[src/monitor_cfg_pkg.sv]
// constants, field layout and reset values of the monitor configuration registers
package monitor_cfg_pkg;

  // ************************************************************
  // register offsets
  // ************************************************************
  localparam logic [7:0] ADDR_CHAN_COUNT = 8'h0d;
  localparam logic [7:0] ADDR_DEV_OPT    = 8'h0e;
  localparam logic [7:0] ADDR_PWR_OPT    = 8'h0f;
  localparam logic [7:0] ADDR_LINK_HI    = 8'h10;
  localparam logic [7:0] ADDR_LINK_LO    = 8'h11;

  // ************************************************************
  // field positions
  // ************************************************************
  localparam int CHAN_COUNT_MSB = 4;
  localparam int REG_DIS_BIT    = 5;
  localparam int ADDR_SEL_BIT   = 4;
  localparam int COMP_CFG_LSB   = 2;
  localparam int HYST_BIT       = 1;
  localparam int UNLATCH_BIT    = 0;
  localparam int FE_DELAY_BIT   = 7;
  localparam int BAUD_LSB       = 12;
  localparam int SE_EN_BIT      = 7;
  localparam int UPPER_RX_BIT   = 6;
  localparam int LOWER_TX_BIT   = 5;
  localparam int FAULT_RX_BIT   = 4;
  localparam int HEARTBEAT_BIT  = 3;

  // writable bits; everything else is reserved and reads as zero
  localparam logic [7:0]  CHAN_WMASK = 8'h1f;
  localparam logic [7:0]  DEV_WMASK  = 8'h3f;
  localparam logic [7:0]  PWR_WMASK  = 8'h80;
  localparam logic [15:0] LINK_WMASK = 16'h30f8;

  // ************************************************************
  // cell count and values after reset
  // ************************************************************
  localparam int          NUM_CELLS      = 16;
  localparam logic [4:0]  CHAN_COUNT_RST = 5'h10;
  localparam logic [7:0]  DEV_OPT_RST    = 8'h00;
  localparam logic [7:0]  PWR_OPT_RST    = 8'h80;
  localparam logic [15:0] LINK_OPT_RST   = 16'h10f8;
  localparam logic [4:0]  NODE_ADDR_RST  = 5'h00;

  // ************************************************************
  // modes
  // ************************************************************
  typedef enum logic [1:0] {
    BAUD_125K = 2'h0,
    BAUD_250K = 2'h1,
    BAUD_500K = 2'h2,
    BAUD_1M   = 2'h3
  } baud_t;

  typedef enum logic [1:0] {
    COMP_BOTH    = 2'h0,
    COMP_OV_ONLY = 2'h1,
    COMP_OFF     = 2'h2,
    COMP_RSVD    = 2'h3
  } comp_mode_t;

  // ************************************************************
  // timing
  // ************************************************************
  localparam int CLK_HZ          = 10_000_000;
  localparam int FE_DELAY_US     = 100;
  localparam int FE_DELAY_CYCLES = (FE_DELAY_US * CLK_HZ + 999_999) / 1_000_000;
  localparam int BAUD_125K_HZ    = 125_000;
  localparam int BAUD_250K_HZ    = 250_000;
  localparam int BAUD_500K_HZ    = 500_000;
  localparam int BAUD_1M_HZ      = 1_000_000;
  localparam logic [7:0] DIV_125K = 8'(CLK_HZ / BAUD_125K_HZ);
  localparam logic [7:0] DIV_250K = 8'(CLK_HZ / BAUD_250K_HZ);
  localparam logic [7:0] DIV_500K = 8'(CLK_HZ / BAUD_500K_HZ);
  localparam logic [7:0] DIV_1M   = 8'(CLK_HZ / BAUD_1M_HZ);

endpackage

[src/sample_ctrl_if.sv]
// carrier between the register bank and the front-end sampling delay
interface sample_ctrl_if;
  logic       sample_req;
  logic       sample_done;
  logic       pwr_wr;
  logic [7:0] pwr_val;
  logic       sample_go;
  logic       delay_on;
  logic       busy;

  modport cfg_side (
    output sample_req,
    output sample_done,
    output pwr_wr,
    output pwr_val,
    input  sample_go,
    input  delay_on,
    input  busy
  );

  modport delay_side (
    input  sample_req,
    input  sample_done,
    input  pwr_wr,
    input  pwr_val,
    output sample_go,
    output delay_on,
    output busy
  );
endinterface

[src/frontend_delay.sv]
// front-end sampling delay with deferred power configuration
module frontend_delay
  import monitor_cfg_pkg::*;
#(
  parameter int DELAY_CYCLES = FE_DELAY_CYCLES
)(
  input  wire logic     core_clk,
  input  wire logic     rst,
  sample_ctrl_if.delay_side sc
);

  localparam int CW = $clog2(DELAY_CYCLES + 1);

  initial
  begin
    if (DELAY_CYCLES < 1)
      $error("frontend_delay: DELAY_CYCLES must be at least 1");
  end

  typedef enum logic [1:0] {
    ST_IDLE = 2'b01,
    ST_WAIT = 2'b10
  } dly_state_t;

  typedef struct packed {
    dly_state_t    st;
    logic [CW-1:0] cnt;
    logic          active;
    logic          pending;
    logic          pend_val;
    logic          go;
  } dly_t;

  dly_t s_q;
  dly_t s_d;

  always_comb
  begin
    s_d    = s_q;
    s_d.go = 1'b0;
    // a new setting waits for the end of the next sample
    if (sc.sample_done && s_q.pending)
    begin
      s_d.active  = s_q.pend_val;
      s_d.pending = 1'b0;
    end
    if (sc.pwr_wr)
    begin
      s_d.pending  = 1'b1;
      s_d.pend_val = sc.pwr_val[FE_DELAY_BIT];
    end
    unique case (s_q.st)
      ST_IDLE:
      begin
        if (sc.sample_req)
        begin
          // the delay applies even when the front end is already up
          if (s_q.active)
          begin
            s_d.st  = ST_WAIT;
            s_d.cnt = CW'(DELAY_CYCLES - 1);
          end
          else
            s_d.go = 1'b1;
        end
      end
      ST_WAIT:
      begin
        // requests during the wait are absorbed, not queued
        if (s_q.cnt == '0)
        begin
          s_d.go = 1'b1;
          s_d.st = ST_IDLE;
        end
        else
          s_d.cnt = s_q.cnt - CW'(1);
      end
    endcase
  end

  always_ff @(posedge core_clk)
  begin
    if (rst)
    begin
      s_q.st       <= ST_IDLE;
      s_q.cnt      <= '0;
      s_q.active   <= PWR_OPT_RST[FE_DELAY_BIT];
      s_q.pending  <= 1'b0;
      s_q.pend_val <= 1'b0;
      s_q.go       <= 1'b0;
    end
    else
      s_q <= s_d;
  end

  assign sc.sample_go = s_q.go;
  assign sc.delay_on  = s_q.active;
  assign sc.busy      = (s_q.st == ST_WAIT);

endmodule

[src/monitor_config_registers.sv]
// configuration register bank of the stackable battery monitor
//
// Operation
// five-bit count sets active sense inputs; inactive ones drop from channel 16 down.
// idle multiplexer channel equals the count; zero parks on sense input 1.
// channels beyond the count lose OV/UV fault reporting and their comparators.
// software never programs a count above 16.
// regulator-disable bit 5 at 0 drives the regulator, at 1 stops it.
// regulator stays enabled while the system reset flag is set.
// address-source bit 4: 0 samples GPIO inputs, 1 uses auto addressing.
// writing the address-source bit leaves the current node address unchanged.
// comparator field: 0 both, 1 OV only, 2 none, 3 reserved.
// bit 1 set enables comparator hysteresis, cleared disables it.
// bit 0 chooses latched faults (0) or self-clearing faults (1).
// software changes the latching bit only while no fault is pending.
// power bit 7 set delays every sampling request by 100 us; requests that arrive during the delay are dropped.
// a power configuration write takes effect after the next sample completes.
// baud field: 0 125K, 1 250K, 2 500K, 3 1M.
// communication reset returns the baud field to 250 Kbaud.
// single-ended enable 0 disables transmitter: TX high, fault output low.
// bit 6 enables the high-side differential receiver.
// bit 5 enables the low-side differential transmitter.
// bit 4 enables the high-side differential fault receiver.
// bit 3 enables the heartbeat on the differential fault output.
// software writes zero to every reserved bit.
// auto-address command with auto source selected enters auto-addressing mode.
// writes act on the next cycle; reserved bits read back as zero.
module monitor_config_registers
  import monitor_cfg_pkg::*;
#(
  parameter int DELAY_CYCLES = FE_DELAY_CYCLES
)(
  input  wire logic        core_clk,
  input  wire logic        rst,
  input  wire logic        comm_reset,
  // register access from the command decoder
  input  wire logic        reg_wr,
  input  wire logic        reg_rd,
  input  wire logic [7:0]  reg_addr,
  input  wire logic [7:0]  reg_wdata,
  output logic      [7:0]  reg_rdata,
  output logic             reg_rvalid,
  // addressing
  input  wire logic [4:0]  gpio_addr_pin,
  input  wire logic        auto_address_cmd,
  input  wire logic        addr_assign,
  input  wire logic [4:0]  addr_assign_val,
  input  wire logic        frame_received,
  output logic      [4:0]  node_address,
  output logic             auto_addr_mode,
  // cell channels and comparators
  output logic      [15:0] channel_active,
  output logic      [4:0]  idle_channel,
  output logic      [15:0] ov_comp_on,
  output logic      [15:0] uv_comp_on,
  input  wire logic [15:0] cell_ov_raw,
  input  wire logic [15:0] cell_uv_raw,
  output logic      [15:0] cell_ov_fault,
  output logic      [15:0] cell_uv_fault,
  output logic             hysteresis_on,
  output logic             faults_unlatched,
  // supply
  input  wire logic        system_reset_flag,
  output logic             regulator_drive,
  // front-end sampling
  input  wire logic        sample_req,
  input  wire logic        sample_done,
  output logic             sample_go,
  output logic             sample_wait,
  output logic             frontend_power_delay,
  // link
  output logic      [1:0]  baud_sel,
  output logic      [7:0]  bit_period_cycles,
  input  wire logic        tx_raw,
  input  wire logic        fault_n_raw,
  output logic             tx_pin,
  output logic             fault_n_pin,
  output logic             upper_receiver_on,
  output logic             lower_transmitter_on,
  output logic             fault_receiver_on,
  output logic             fault_heartbeat_on
);

  initial
  begin
    if (DELAY_CYCLES < 1)
      $error("monitor_config_registers: DELAY_CYCLES must be at least 1");
  end

  // ************************************************************
  // state
  // ************************************************************
  typedef struct packed {
    logic [4:0]  chan_count;
    logic [7:0]  dev_opt;
    logic [7:0]  pwr_opt;
    logic [15:0] link_opt;
    logic [7:0]  rdata;
    logic        rvalid;
    logic [4:0]  gpio_s1;
    logic [4:0]  gpio_s2;
    logic [4:0]  gpio_s3;
    logic [4:0]  gpio_stable;
    logic [4:0]  node_addr;
    logic        auto_mode;
    logic [15:0] ov_fault;
    logic [15:0] uv_fault;
    logic        tx;
    logic        fault_n;
    logic [7:0]  bit_period;
  } cfg_state_t;

  cfg_state_t s_q;
  cfg_state_t s_d;

  sample_ctrl_if sc ();

  // ************************************************************
  // per-channel decode
  // ************************************************************
  logic [4:0]  count_eff;
  comp_mode_t  comp_mode;
  logic        ov_allowed;
  logic        uv_allowed;

  // reserved counts above 16 behave as 16 so no channel index overflows
  assign count_eff  = (s_q.chan_count > 5'(NUM_CELLS)) ? 5'(NUM_CELLS) : s_q.chan_count;
  assign comp_mode  = comp_mode_t'(s_q.dev_opt[COMP_CFG_LSB +: 2]);
  // the reserved comparator code is treated as all off
  assign ov_allowed = (comp_mode == COMP_BOTH) || (comp_mode == COMP_OV_ONLY);
  assign uv_allowed = (comp_mode == COMP_BOTH);

  for (genvar i = 0; i < NUM_CELLS; i++)
  begin : g_chan
    // inputs vanish from the top channel downward
    assign channel_active[i] = (count_eff > 5'(i));
    // comparators of unused channels are powered down
    assign ov_comp_on[i] = channel_active[i] && ov_allowed;
    assign uv_comp_on[i] = channel_active[i] && uv_allowed;
  end

  // ************************************************************
  // register writes, reads and derived state
  // ************************************************************
  always_comb
  begin
    s_d        = s_q;
    s_d.rvalid = 1'b0;

    // three-stage pin synchroniser; a change counts once stages two and three agree
    s_d.gpio_s1 = gpio_addr_pin;
    s_d.gpio_s2 = s_q.gpio_s1;
    s_d.gpio_s3 = s_q.gpio_s2;
    if (s_q.gpio_s2 == s_q.gpio_s3)
      s_d.gpio_stable = s_q.gpio_s3;

    if (reg_wr)
    begin
      // reserved bits are dropped on write so they always read as zero
      unique case (reg_addr)
        ADDR_CHAN_COUNT: s_d.chan_count = reg_wdata[CHAN_COUNT_MSB:0];
        // a new address source never disturbs the address in use
        ADDR_DEV_OPT:    s_d.dev_opt = reg_wdata & DEV_WMASK;
        ADDR_PWR_OPT:    s_d.pwr_opt = reg_wdata & PWR_WMASK;
        ADDR_LINK_HI:    s_d.link_opt[15:8] = reg_wdata & LINK_WMASK[15:8];
        ADDR_LINK_LO:    s_d.link_opt[7:0] = reg_wdata & LINK_WMASK[7:0];
        default:         s_d.rvalid = 1'b0;
      endcase
    end

    // communication reset overrides a same-cycle write of the baud field
    if (comm_reset)
      s_d.link_opt[BAUD_LSB +: 2] = BAUD_250K;

    if (reg_rd)
    begin
      s_d.rvalid = 1'b1;
      unique case (reg_addr)
        ADDR_CHAN_COUNT: s_d.rdata = {3'h0, s_q.chan_count};
        ADDR_DEV_OPT:    s_d.rdata = s_q.dev_opt;
        ADDR_PWR_OPT:    s_d.rdata = s_q.pwr_opt;
        ADDR_LINK_HI:    s_d.rdata = s_q.link_opt[15:8];
        ADDR_LINK_LO:    s_d.rdata = s_q.link_opt[7:0];
        default:         s_d.rdata = 8'h00;
      endcase
    end

    // address source: gpio sample or auto-addressing mode
    if (addr_assign && s_q.auto_mode)
      s_d.node_addr = addr_assign_val;
    if (frame_received)
      s_d.auto_mode = 1'b0;
    if (auto_address_cmd)
    begin
      if (s_q.dev_opt[ADDR_SEL_BIT])
        s_d.auto_mode = 1'b1;
      else
        s_d.node_addr = s_q.gpio_stable;
    end

    // faults of unused channels or disabled comparators are never reported
    s_d.ov_fault = cell_ov_raw & ov_comp_on;
    s_d.uv_fault = cell_uv_raw & uv_comp_on;

    // disabled single-ended port still drives: TX idles high, fault output low
    s_d.tx      = s_q.link_opt[SE_EN_BIT] ? tx_raw : 1'b1;
    s_d.fault_n = s_q.link_opt[SE_EN_BIT] ? fault_n_raw : 1'b0;

    // bit period of the serial link in core clocks
    unique case (baud_t'(s_q.link_opt[BAUD_LSB +: 2]))
      BAUD_125K: s_d.bit_period = DIV_125K;
      BAUD_250K: s_d.bit_period = DIV_250K;
      BAUD_500K: s_d.bit_period = DIV_500K;
      BAUD_1M:   s_d.bit_period = DIV_1M;
    endcase
  end

  always_ff @(posedge core_clk)
  begin
    if (rst)
    begin
      s_q.chan_count  <= CHAN_COUNT_RST;
      s_q.dev_opt     <= DEV_OPT_RST;
      s_q.pwr_opt     <= PWR_OPT_RST;
      s_q.link_opt    <= LINK_OPT_RST;
      s_q.rdata       <= 8'h00;
      s_q.rvalid      <= 1'b0;
      s_q.gpio_s1     <= 5'h00;
      s_q.gpio_s2     <= 5'h00;
      s_q.gpio_s3     <= 5'h00;
      s_q.gpio_stable <= 5'h00;
      s_q.node_addr   <= NODE_ADDR_RST;
      s_q.auto_mode   <= 1'b0;
      s_q.ov_fault    <= 16'h0000;
      s_q.uv_fault    <= 16'h0000;
      s_q.tx          <= 1'b1;
      s_q.fault_n     <= 1'b0;
      s_q.bit_period  <= DIV_250K;
    end
    else
      s_q <= s_d;
  end

  // ************************************************************
  // front-end sampling delay
  // ************************************************************
  assign sc.sample_req  = sample_req;
  assign sc.sample_done = sample_done;
  // only a write to the power register hands a new setting over
  assign sc.pwr_wr      = reg_wr && (reg_addr == ADDR_PWR_OPT);
  assign sc.pwr_val     = reg_wdata & PWR_WMASK;

  frontend_delay #(
    .DELAY_CYCLES (DELAY_CYCLES)
  ) u_delay (
    .core_clk (core_clk),
    .rst      (rst),
    .sc       (sc.delay_side)
  );

  // ************************************************************
  // outputs
  // ************************************************************
  assign reg_rdata            = s_q.rdata;
  assign reg_rvalid           = s_q.rvalid;
  assign node_address         = s_q.node_addr;
  assign auto_addr_mode       = s_q.auto_mode;
  // a zero count parks the multiplexer on sense input 1
  assign idle_channel         = (count_eff == 5'h00) ? 5'h01 : count_eff;
  assign cell_ov_fault        = s_q.ov_fault;
  assign cell_uv_fault        = s_q.uv_fault;
  assign hysteresis_on        = s_q.dev_opt[HYST_BIT];
  // consumers of fault latching just follow this level
  assign faults_unlatched     = s_q.dev_opt[UNLATCH_BIT];
  // a pending system reset keeps the supply alive whatever software asked
  assign regulator_drive      = !s_q.dev_opt[REG_DIS_BIT] || system_reset_flag;
  assign sample_go            = sc.sample_go;
  assign sample_wait          = sc.busy;
  assign frontend_power_delay = sc.delay_on;
  assign baud_sel             = s_q.link_opt[BAUD_LSB +: 2];
  assign bit_period_cycles    = s_q.bit_period;
  assign tx_pin               = s_q.tx;
  assign fault_n_pin          = s_q.fault_n;
  assign upper_receiver_on    = s_q.link_opt[UPPER_RX_BIT];
  assign lower_transmitter_on = s_q.link_opt[LOWER_TX_BIT];
  assign fault_receiver_on    = s_q.link_opt[FAULT_RX_BIT];
  assign fault_heartbeat_on   = s_q.link_opt[HEARTBEAT_BIT];

endmodule

[config.mk]
export PLATFORM = sky130hd
export DESIGN_NAME = monitor_config_registers
export DESIGN_NICKNAME = d
export VERILOG_FILES = /design/src/monitor_cfg_pkg.sv /design/src/sample_ctrl_if.sv /design/src/frontend_delay.sv /design/src/monitor_config_registers.sv
export SDC_FILE = /design/constraint.sdc
export NUM_CORES = 1
export LEC_CHECK = 0
export ABC_CLOCK_PERIOD_IN_PS = 1800
export BUFFER_PORTS_ARGS = -buffer_cell sky130_fd_sc_hd__buf_2
export CAP_MARGIN = 20
export CORE_AREA = 5 5 137 139
export CTS_BUF_LIST = sky130_fd_sc_hd__clkbuf_8
export CTS_CLUSTER_SIZE = 14
export DETAILED_ROUTE_END_ITERATION = 12
export DIE_AREA = 0 0 142 144
export REMOVE_ABC_BUFFERS = 1
export SYNTH_ARGS = -nofsm -noshare
export SYNTH_HDL_FRONTEND = slang
export SYNTH_HIERARCHICAL = 1
export SYNTH_SLANG_ARGS = --single-unit
[constraint.sdc]
create_clock -name core_clk -period 1.8 [get_ports core_clk]
set_clock_uncertainty 0.1 [all_clocks]
set_input_delay 0.36 -clock core_clk [delete_from_list [all_inputs] [get_ports core_clk]]
set_output_delay 0.36 -clock core_clk [all_outputs]
set_load 0.02 [all_outputs]
### Word level (Yosys, flattened, before mapping)

Index checks and enable logic that the tools add are counted.
W data, S select, Z words.

| word-level totals | value |
|---|---|
| word-level logic and storage cells | 134 |
| output and inout port bits | 122 |
| register bits after elaboration | 112 |
| bits of input ports | 71 |

| cells by class | value |
|---|---|
| reduce and logical (&&, ||, !) cells | 52 |
| bitwise logic cells | 3 |
| equality and inequality tests | 16 |
| multiplexer cells | 21 |
| magnitude comparators | 17 |
| $add $sub $neg | 1 |

Operators by type and width:

| operator | number |
|---|---|
| $gt A5 B4 Y1 const B | 8 |
| $pmux W8 S5 | 1 |
| $logic_and A1 B1 Y1 | 35 |
| $and A16 B16 Y16 | 2 |
| $pmux W8 S4 | 1 |
| $eq A8 B4 Y1 const B | 3 |
| $mux W12 | 2 |
| $pmux W12 S2 | 1 |
| $gt A5 B3 Y1 const B | 4 |
| $mux W5 | 4 |
| $eq A8 B5 Y1 const B | 2 |
| $gt A5 B1 Y1 const B | 2 |
| $gt A5 B2 Y1 const B | 2 |
| $logic_not A10 Y1 | 1 |
| $mux W10 | 1 |
| $reduce_and A2 Y1 | 5 |
| $sub A10 B1 Y10 const B | 1 |
| $mux W1 | 7 |
| $eq A2 B1 Y1 const B | 3 |
| $eq A2 B2 Y1 const B | 3 |
| $mux W6 | 1 |
| $reduce_and A3 Y1 | 2 |
| $eq A5 B5 Y1 | 1 |
| $gt A5 B5 Y1 const B | 1 |
| other kinds (11) | 17 |

### Longest topological paths before layout

Gate-level depths: netlist of the first run.

| depth | value |
|---|---|
| depth after elaboration | 5 |
| gate-level depth with buffers | 7 |
| depth with buffers taken out | 6 |

### By module

The synthesis of the first run kept the hierarchy.

By module, submodules not included:

| module | seq. area each (um2) | area an instance (um2) | cells each | instances |
|---|---|---|---|---|
| monitor_config_registers | 1881.8 | 4252.8 | 463 | 1 |
| frontend_delay | 320.3 | 819.5 | 96 | 1 |

### Worst setup path after synthesis of the first run

OpenSTA, ideal clock, no wires.

| path | value |
|---|---|
| path type | reg2out |
| start point | register s_q[113] (netlist bit) |
| end point | output port uv_comp_on[5] |
| data required time | 1.340 ns |
| arrival time | 1.363 ns |
| cell stages (with the launch flop) | 6 |
| setup slack | -0.023 ns |
| path buffers | 1 |
| cell sequence | dfxtp_1 -> buf_2 -> nor2_4 -> inv_1 -> a21oi_1 -> nor3_1 |

| on the way | value |
|---|---|
| longest elaborated chain between the ends | 4 |

Ends and longest elaborated chain:

| element | RTL line | text |
|---|---|---|
| start: declaration | monitor_config_registers.sv:113 | `cfg_state_t s_q;` |
| $gt A5 B5 Y1 | monitor_config_registers.sv:127 | `assign count_eff = (s_q.chan_count > 5'(NUM_CELLS)) ? 5'(NUM_CELLS) : s_q.chan_count;` |
| $mux W5 (*) | monitor_config_registers.sv:127 |  |
| $gt A5 B3 Y1 (*) | monitor_config_registers.sv:136 | `assign channel_active[i] = (count_eff > 5'(i));` |
| $logic_and A1 B1 Y1 (*) | monitor_config_registers.sv:139 | `assign uv_comp_on[i] = channel_active[i] && uv_allowed;` |
| end: declaration | monitor_config_registers.sv:55 | `output logic [15:0] uv_comp_on,` |

Every way passes the cells marked *; elsewhere a longest branch is shown, timed or not.

### Worst setup path in the final report of the first run

| path | value |
|---|---|
| start point | register s_q[113] (netlist bit) |
| end point | output port ov_comp_on[14] |

| on the way | value |
|---|---|
| longest elaborated chain between the ends | 4 |

Ends and longest elaborated chain:

| element | RTL line | text |
|---|---|---|
| $gt A5 B5 Y1 | monitor_config_registers.sv:127 |  |
| $mux W5 (*) | monitor_config_registers.sv:127 |  |
| $gt A5 B4 Y1 (*) | monitor_config_registers.sv:136 |  |
| $logic_and A1 B1 Y1 (*) | monitor_config_registers.sv:138 | `assign ov_comp_on[i] = channel_active[i] && ov_allowed;` |
| end: declaration | monitor_config_registers.sv:54 | `output logic [15:0] ov_comp_on,` |

Marks and branches as above.

==> impl_metrics.toml, run 1 <==
[outcome]
status = "finished, violations left"
violations = "setup timing"

[logic_synthesis]
synth.area.top_cells = "dfxtp_1, buf_4, nor2_1"
synthTopCellsByCount = "dfxtp_1, buf_4, nor2_1"
synth_xor_area_frac = 0.00863
avgSynthCellArea_sq_um = 9.07
ys_async_sr_fraction = 0
ys_types = 69
synth-seq-area-share = 0.434
synth_top_family_by_area = "simple AND/OR/NAND/NOR gates"
synthMuxAreaShare = 0.0437
synth_area_leader_cell = "dfxtp_1"
synthAdderAreaFrac = 0.00247
synth_edf_count = 0
ys.flop_type = "dfxtp_1"
synth_top_area_frac = 0.434
ys_warn_count = 6
synth-seq-cells = 110
syn_inst = 559
synth.most_common_cell = "dfxtp_1"
synth_compound_area_frac = 0.0923
synth-simple-area-share = 0.285
syn_area_sq_um = 5070

[clock_network]
htree_levels = 3
clk_latency_ns = 0.38
root_buffer = "clkbuf_8"
cts_tree = "done"
numClockSinks = 110
cts_buffers = 9
postCtsHoldBufs = 0
clock_path_buffers = 2
clk_pin_slew_ns = 0.11

[cells_and_area]
multi_input_area_sq_um = 2480
fillers = 1758
postLayoutCellArea_sq_um = 7100
fin_nets = 817
syn_to_final_growth_pct = 40.0
drive_gt1_frac = 0.485
diodes = 0
regArea_sq_um = 2230

[floorplanning]
start_util = 0.289
dieArea_sq_um = 20400
die_w_um = 142
rows = 49
core_area_sq_um = 17500
dieHeight_um = 144
boundaryPins = 193

[critical_path]
slowest_delay_ns = 0.47
path_delay_family = "flip-flops"
start_kind = "flip-flop"
crit_chain = "nor2_4 -> buf_6 -> buf_6 -> nor3_2 -> buf_4"
cp_max_fo = 8
worst-path-buf-inv = 3
arrival_ns = 1.54
cpMostUsedCell = "buf_6"
end_kind = "output pin"
required_ns = 1.34
cp_slowest_cell = "dfxtp_4"
critical_path_class = "flip-flop to output pin"

[timing]
drv_slew = 0
finalSetupViolCount = 46
finalCritPeriodShare = 1.11
max_freq_mhz = 500
fin_tns_setup_ns = -5.32
min_period_ns = 2.00
rsz0062_at_grt = "yes"
hold_viol_final = 0
hold_ws_ns = 0.0627
fin_ws_ns = -0.200

[hold_path]
hp-class = "input port to flip-flop"

[placed_design]
portBuffers = 190
dpl_cell_area_sq_um = 6060
pre_cts_ws_ns = 0.0134
hpwl_mm = 10.7
gp_congestion = 0.841

[grt]
grt_first_pass_wirelength_mm = 22.8
grt_max_degree = 38
grt_pass1_vias = 4583
gr-usage-all-layers = 0.140
grt.overflow.total = 0
antenna_found_initial = 0

[power_and_ir_drop]
finalPower_w = 0.00467
irDropWorstVdd_mv = 0.350
power.density_nw_per_um2 = 658
leakagePower_nw = 3.17

[detailed_routing]
vias = 4461
drtPass1Iterations = 4
antenna_left = 0
viasPerCell = 4.57
wire_per_inst_um = 15.2
drtIter0Drc = 115
wirelength_mm = 14.8
drc = 0

[flow_run]
cap_viol_max_count = 0
-- state kept, by name (all words and copies together), names as in the netlist --
| signal | cells |
|---|---|
| reg_rdata | 8 |
| node_address | 5 |
| faults_unlatched | 1 |
| hysteresis_on | 1 |
| fault_heartbeat_on | 1 |
| upper_receiver_on | 1 |
| tx_pin | 1 |
| reg_rvalid | 1 |
| comp_mode | 2 |
| u_delay/s_q | 14 |
| u_delay/sc.delay_on | 1 |
| u_delay/sc.sample_go | 1 |
| lower_transmitter_on | 1 |
| fault_receiver_on | 1 |
| auto_addr_mode | 1 |
| s_q | 19 |
| cell_uv_fault | 16 |
| fault_n_pin | 1 |
| baud_sel | 2 |
| bit_period_cycles | 6 |
| cell_ov_fault | 16 |
| s_d | 10 |
-- per-layer routing --
metal	vias to the layer above	share of wire	global-route usage
li1	2213	-	-
met1	2056	0.42	0.167
met2	171	0.48	0.239
met3	21	0.083	0.0430
met4	0	0.018	0.0480
met5	-	0	0
-- final timing paths --
| path | endpoint | slack [ns] | startpoint | cells past startpoint |
|---|---|---|---|---|
| setup reg to reg | u_delay/s_q[10] | 0.06 | u_delay/s_q[5] | 6 |
| setup / recovery | ov_comp_on[14] | -0.20 | s_q[113] | 5 |
| hold reg to reg | s_d[57] | 0.34 | s_d[62] | 1 |
| hold / removal | baud_sel[1] | 0.06 | comm_reset | 2 |
-- metrics by stage --
| step | cells | util |
|---|---|---|
| after floorplan | 478 | - |
| after global placement | 934 | 0.346 |
| after detailed placement | 934 | 0.346 |
| after CTS | 967 | 0.386 |
| after global routing | 977 | 0.405 |
| final | 977 | 0.405 |
-- cell type report --
cell class	count	share of cell area
clock buffer	9	0.0174
clock inverter	5	0.00846
inverter	29	0.0164
multi-input combinational	339	0.349
sequential	110	0.313
tap	229	0.0403
timing repair buffer	256	0.255
-- power breakdown --
group / switching [W] / internal [W]
logic: 0.000329 / 0.000266
clock network: 0.000880 / 0.000638
registers: 0.0000451 / 0.00252
total: 0.00125 / 0.00342
-- cells in the final DEF, fill, tap and decap left out, types with 6 or more instances in the layout --
cell type    n
nor2b_1     19
nand2b_1    25
inv_1       16
nor2_2      10
clkbuf_8     9
nand2_1     19
buf_2      147
a21oi_1     11
nand3_1     16
o21ai_0      6
nor2_1      48
and3_1      20
buf_6       53
dfxtp_1     99
buf_4       50
nor3b_1      7
nor3_1       7
inv_2       11
mux2i_1     21
a211o_1      6
dfxtp_2      7
-- cells by family after synthesis --
logic type | Yosys count
other | 1
xor gates and xnor gates | 5
DFF | 110
adders and majority gates | 1
buffers and inverters | 111
AOI/OAI and AO/OA | 67
muxes | 22
and+or+nand+nor | 242
-- repair_timing --
action / in CTS / in global routing
endpoints found under the setup margin: 55 / 58
pin swaps: 5 / 19
gates resized for setup: 120 / 79
gates cloned: 0 / 0
buffers inserted: 20 / 14
No activity file was read; power rests on OpenSTA's default activity.
==> inputs of run 2 (changes only) <==
- CORE_AREA: 5 5 137 139 -> 5 5 134 136
- DIE_AREA: 0 0 142 144 -> 0 0 139 141
- SYNTH_HIERARCHICAL: 1 -> default
==> impl_metrics.toml, run 2 <==
[critical_path]
start_kind = "flip-flop"
critical_path_class = "flip-flop to output pin"
required_ns = 1.34
end_kind = "output pin"
worst-path-buf-inv = 1
slowest_delay_ns = 0.40
cp_slowest_cell = "or3_4"
path_delay_family = "simple AND/OR/NAND/NOR gates"
r2r_start = "u_delay.s_q[4]"
crit_chain = "or3_4 -> a21oi_4 -> nor3_1 -> buf_4"
critPathLaunch = "s_q[109]"
arrival_ns = 1.57
cp_max_fo = 4

[cells_and_area]
drive_gt1_frac = 0.461
mostFrequentLayoutCell = "buf_2"
largest_register_ffs = 19
regArea_sq_um = 2230
fin_nets = 806
fin_util = 0.403
multi_input_area_sq_um = 2320
syn_to_final_growth_pct = 38.2
layout_common_cells = "buf_2, dfxtp_1, buf_4"
largest_register = "s_q"
fin_cells = 963
fillers = 1707

[placed_design]
placed_cells = 933
gp_congestion = 0.828
hpwl_mm = 11.3
portBuffers = 190
pre_cts_ws_ns = 0.0143

[floorplanning]
boundaryPins = 193
core_area_sq_um = 16800
dieArea_sq_um = 19600
dieHeight_um = 141
start_util = 0.292
die_w_um = 139
rows = 48

[timing]
finalSetupViolCount = 39
max_freq_mhz = 493
finalCritPeriodShare = 1.13
worst_pin_slew_ns = 0.859
fin_ws_ns = -0.228
hold_ws_ns = 0.0533
min_period_ns = 2.03
rsz0062_at_grt = "yes"
relSlewSlack = 0.425
drv_slew = 0
hold_viol_final = 0

[detailed_routing]
drtIter0Drc = 233
drc = 0
vias = 4478
wire_per_inst_um = 15.3
viasPerCell = 4.65
antenna_left = 0
wirelength_mm = 14.8
drtPass1Iterations = 4

[logic_synthesis]
syn_inst = 553
synth_top_area_frac = 0.449
synth.most_common_cell = "dfxtp_1"
synth_xor_area_frac = 0.00893
ys_async_sr_fraction = 0
syn_area_sq_um = 4900
synth_top_family_by_area = "simple AND/OR/NAND/NOR gates"
synth_edf_count = 0
synthAdderAreaFrac = 0.00510
synth_compound_area_frac = 0.122
synth-seq-cells = 110
synth_area_leader_cell = "dfxtp_1"
synth.area.top_cells = "dfxtp_1, buf_4, and3_1"
synth-seq-area-share = 0.449
synthMuxAreaShare = 0.0309
synthTopCellsByCount = "dfxtp_1, buf_4, nor2_1"
ys_types = 65
ys_warn_count = 0
ys.flop_type = "dfxtp_1"
synth-simple-area-share = 0.251
avgSynthCellArea_sq_um = 8.87

[hold_path]
hp-class = "input port to flip-flop"
min_from = "comm_reset"

[grt]
grt.overflow.total = 0
grt_pass1_vias = 4468
antenna_found_initial = 1
gr-usage-all-layers = 0.146
grt_max_degree = 33
grt_first_pass_wirelength_mm = 23.3

[outcome]
violations = "setup timing"
status = "finished, violations left"

[clock_network]
clk_pin_slew_ns = 0.10
root_buffer = "clkbuf_8"
clock_path_buffers = 2
numClockSinks = 110
cts_tree = "done"
postCtsHoldBufs = 0
cts_buffers = 9
clk_latency_ns = 0.38
htree_levels = 3

[flow_run]
cap_viol_max_count = 0

[power_and_ir_drop]
leakagePower_nw = 3.15
irDropWorstVdd_mv = 0.284
power.density_nw_per_um2 = 699
finalPower_w = 0.00474
-- run 2: cell count changes in the layout (fill, tap and decap cells not counted), sizes merged, moves of 5 or more --
cell	previous run	this run
a211o	6	0
a21oi	15	21
and3	21	37
inv	30	25
mux2i	21	14
nand2	22	29
nand2b	29	10
nand3	17	25
nor2	63	50
nor3b	8	2
-- run 2: what timing repair did --
item | in CTS | in global routing
gates resized for setup | 94 | 48
setup buffers | 11 | 4
cloned | 0 | 0
pin swaps | 10 | 13
hold endpoints to repair | 0 | 0
endpoints found under the setup margin | 48 | 56
-- run 2: worst paths after layout --
| kind | to | slack [ns] | cells past startpoint |
|---|---|---|---|
| max | uv_comp_on[8] | -0.23 | 4 |
| min | baud_sel[1] | 0.05 | 2 |
| max reg2reg | u_delay.s_q[9] | 0.04 | 6 |
| min reg2reg | s_d[57] | 0.34 | 1 |
-- run 2: stage by stage --
stage	area [sq um]	TNS, ns
after floorplan	4350	-10.71
after detailed placement	5990	0
after global placement	5990	0
after CTS	6570	-5.14
final	6780	-4.65
after global routing	6780	-7.99
-- run 2: final cells by class --
type,instances,share of cell area
multi-input combinational,334,0.342
timing repair buffer,255,0.243
tap,225,0.0415
clock buffer,9,0.0183
clock inverter,6,0.0129
inverter,23,0.0131
antenna,1,0.000369
sequential,110,0.329
-- run 2: logic make-up (layout without fill, tap and decap cells) --
group | Yosys count | after routing
XOR/XNOR | 5 | 5
other | 1 | 3
multiplexers | 15 | 15
AO/OA/AOI/OAI | 82 | 82
AND/OR/NAND/NOR | 228 | 228
buffers and inverters | 110 | 293
flip-flops | 110 | 110
adder cells (fa/ha/maj) | 2 | 2
-- run 2: per-layer routing --
| metal | GRT usage | vias up | part of all wire |
|---|---|---|---|
| li1 | - | 2200 | - |
| met1 | 0.181 | 2102 | 0.44 |
| met2 | 0.247 | 147 | 0.48 |
| met3 | 0.0288 | 29 | 0.052 |
| met4 | 0.0659 | 0 | 0.029 |
| met5 | 0 | - | 0 |
-- run 2: where the power goes --
| part | switching, W | leakage, nW | internal [W] |
|---|---|---|---|
| Combinational | 0.000322 | 2.14 | 0.000241 |
| Clock | 0.000850 | 0.103 | 0.000777 |
| Sequential | 0.0000398 | 0.908 | 0.00251 |
==> inputs of run 3 (changes only) <==
- CORE_AREA: 5 5 134 136 -> 5 5 103 178
- DIE_AREA: 0 0 139 141 -> 0 0 108 183
==> impl_metrics.toml, run 3 (synthesized netlist as in run 2, its figures left out) <==
[outcome]
status = "finished, violations left"
violations = "setup timing"

[floorplanning]
core_area_sq_um = 16700
dieArea_sq_um = 19800
dieHeight_um = 183
start_util = 0.293
boundaryPins = 193
die_w_um = 108
rows = 63

[cells_and_area]
multi_input_area_sq_um = 2290
syn_to_final_growth_pct = 41.5
largest_register = "s_q"
diodes = 0
fillers = 1716
layout_common_cells = "buf_2, dfxtp_1, buf_4"
fin_nets = 819
mostFrequentLayoutCell = "buf_2"
largest_register_ffs = 19
fin_util = 0.415
drive_gt1_frac = 0.477
regArea_sq_um = 2230

[hold_path]
hp-class = "input port to flip-flop"
min_path_cells = 2

[critical_path]
end_kind = "output pin"
arrival_ns = 1.62
cp_max_fo = 4
critical_path_class = "flip-flop to output pin"
reg2regPathDepth = 6
start_kind = "flip-flop"
required_ns = 1.34

[detailed_routing]
wire_per_inst_um = 15.8
drc = 0
vias = 4503
viasPerCell = 4.60
drtPass1Iterations = 4
wirelength_mm = 15.5
antenna_left = 0
drtIter0Drc = 199

[timing]
rsz0062_at_grt = "yes"
max_freq_mhz = 481
worst_pin_slew_ns = 0.792
relSlewSlack = 0.470
min_period_ns = 2.08
finalSetupViolCount = 41
fin_tns_setup_ns = -6.43
fin_ws_ns = -0.278
hold_viol_final = 0
drv_slew = 0
finalCritPeriodShare = 1.15

[grt]
gr-usage-all-layers = 0.152
grt_first_pass_wirelength_mm = 23.6
grt_max_degree = 39
grt.overflow.total = 0
antenna_found_initial = 0
grt_pass1_vias = 4531

[power_and_ir_drop]
leakagePower_nw = 3.26
power.density_nw_per_um2 = 668
irDropWorstVdd_mv = 0.321
finalPower_w = 0.00464

[clock_network]
cts_buffers = 9
clk_latency_ns = 0.38
numClockSinks = 110
root_buffer = "clkbuf_8"
clk_pin_slew_ns = 0.12
postCtsHoldBufs = 0
clock_path_buffers = 2
cts_tree = "done"
htree_levels = 3

[flow_run]
cap_viol_max_count = 0

[placed_design]
hpwl_mm = 11.9
gp_congestion = 0.855
portBuffers = 190
==> run 3: changes by cell type in the layout (fill, tap and decap cells not counted), sizes merged <==
cell | before | now
bufinv | 2 | 0
clkinv | 0 | 2
diode | 1 | 0
inv | 25 | 27
clkinvlp | 2 | 1
buf | 255 | 268
==> run 3: path summary, 6_finish.rpt <==
path | slack (ns) | endpoint | from
max | -0.28 | uv_comp_on[0] | s_q[112]
min | 0.05 | baud_sel[1] | comm_reset
max reg2reg | 0.10 | u_delay.s_q[9] | u_delay.s_q[4]
min reg2reg | 0.35 | s_d[57] | s_d[62]
==> run 3: per-layer routing <==
| metal | GRT usage | routed length, um |
|---|---|---|
| met1 | 0.173 | 6300 |
| met2 | 0.276 | 8120 |
| met3 | 0.0285 | 634 |
| met4 | 0.0602 | 434 |
| met5 | 0 | 0 |
==> run 3: report_power, final <==
part	leakage [nW]	internal, W	switching [W]
registers	0.908	0.00251	0.0000397
logic	2.25	0.000251	0.000326
clock network	0.0983	0.000552	0.000957
total	3.26	0.00331	0.00132
==> run 3: per-stage QoR <==
step	std cells	area, sq um	hold WS, ns	worst slack (ns)
6_report	978	6940	0.0531	-0.278
3_5_place_dp	945	6070	0.325	-0.00288
2_1_floorplan	467	4350	0.296	-1.01
5_1_grt	978	6940	0.0332	-0.359
3_3_place_gp	945	6070	0.320	-0.0624
4_1_cts	971	6650	0.0385	-0.254
==> run 3: final cells by class <==
| class | count | area share |
|---|---|---|
| repair buffers | 268 | 0.265 |
| multi-input cells | 334 | 0.330 |
| clock inverters | 7 | 0.0112 |
| clock buffers | 9 | 0.0179 |
| inverters | 23 | 0.0135 |
| well taps | 227 | 0.0409 |
| flip-flops and latches | 110 | 0.322 |
==> run 3: worst max-delay path, cell delays in order (launching register included) <==
cell,delay [ns]
dfxtp_4,0.38
nor2_4,0.14
inv_4,0.06
nor2_4,0.17
inv_4,0.08
nor2_4,0.11
buf_6,0.12
nor3_2,0.04
buf_4,0.15
==> run 3: repair_timing <==
item	in CTS	in global routing
buffers inserted	11	8
resized for setup	102	69
pin swaps	8	9
endpoints found under the setup margin	49	57
hold endpoints to repair	0	0
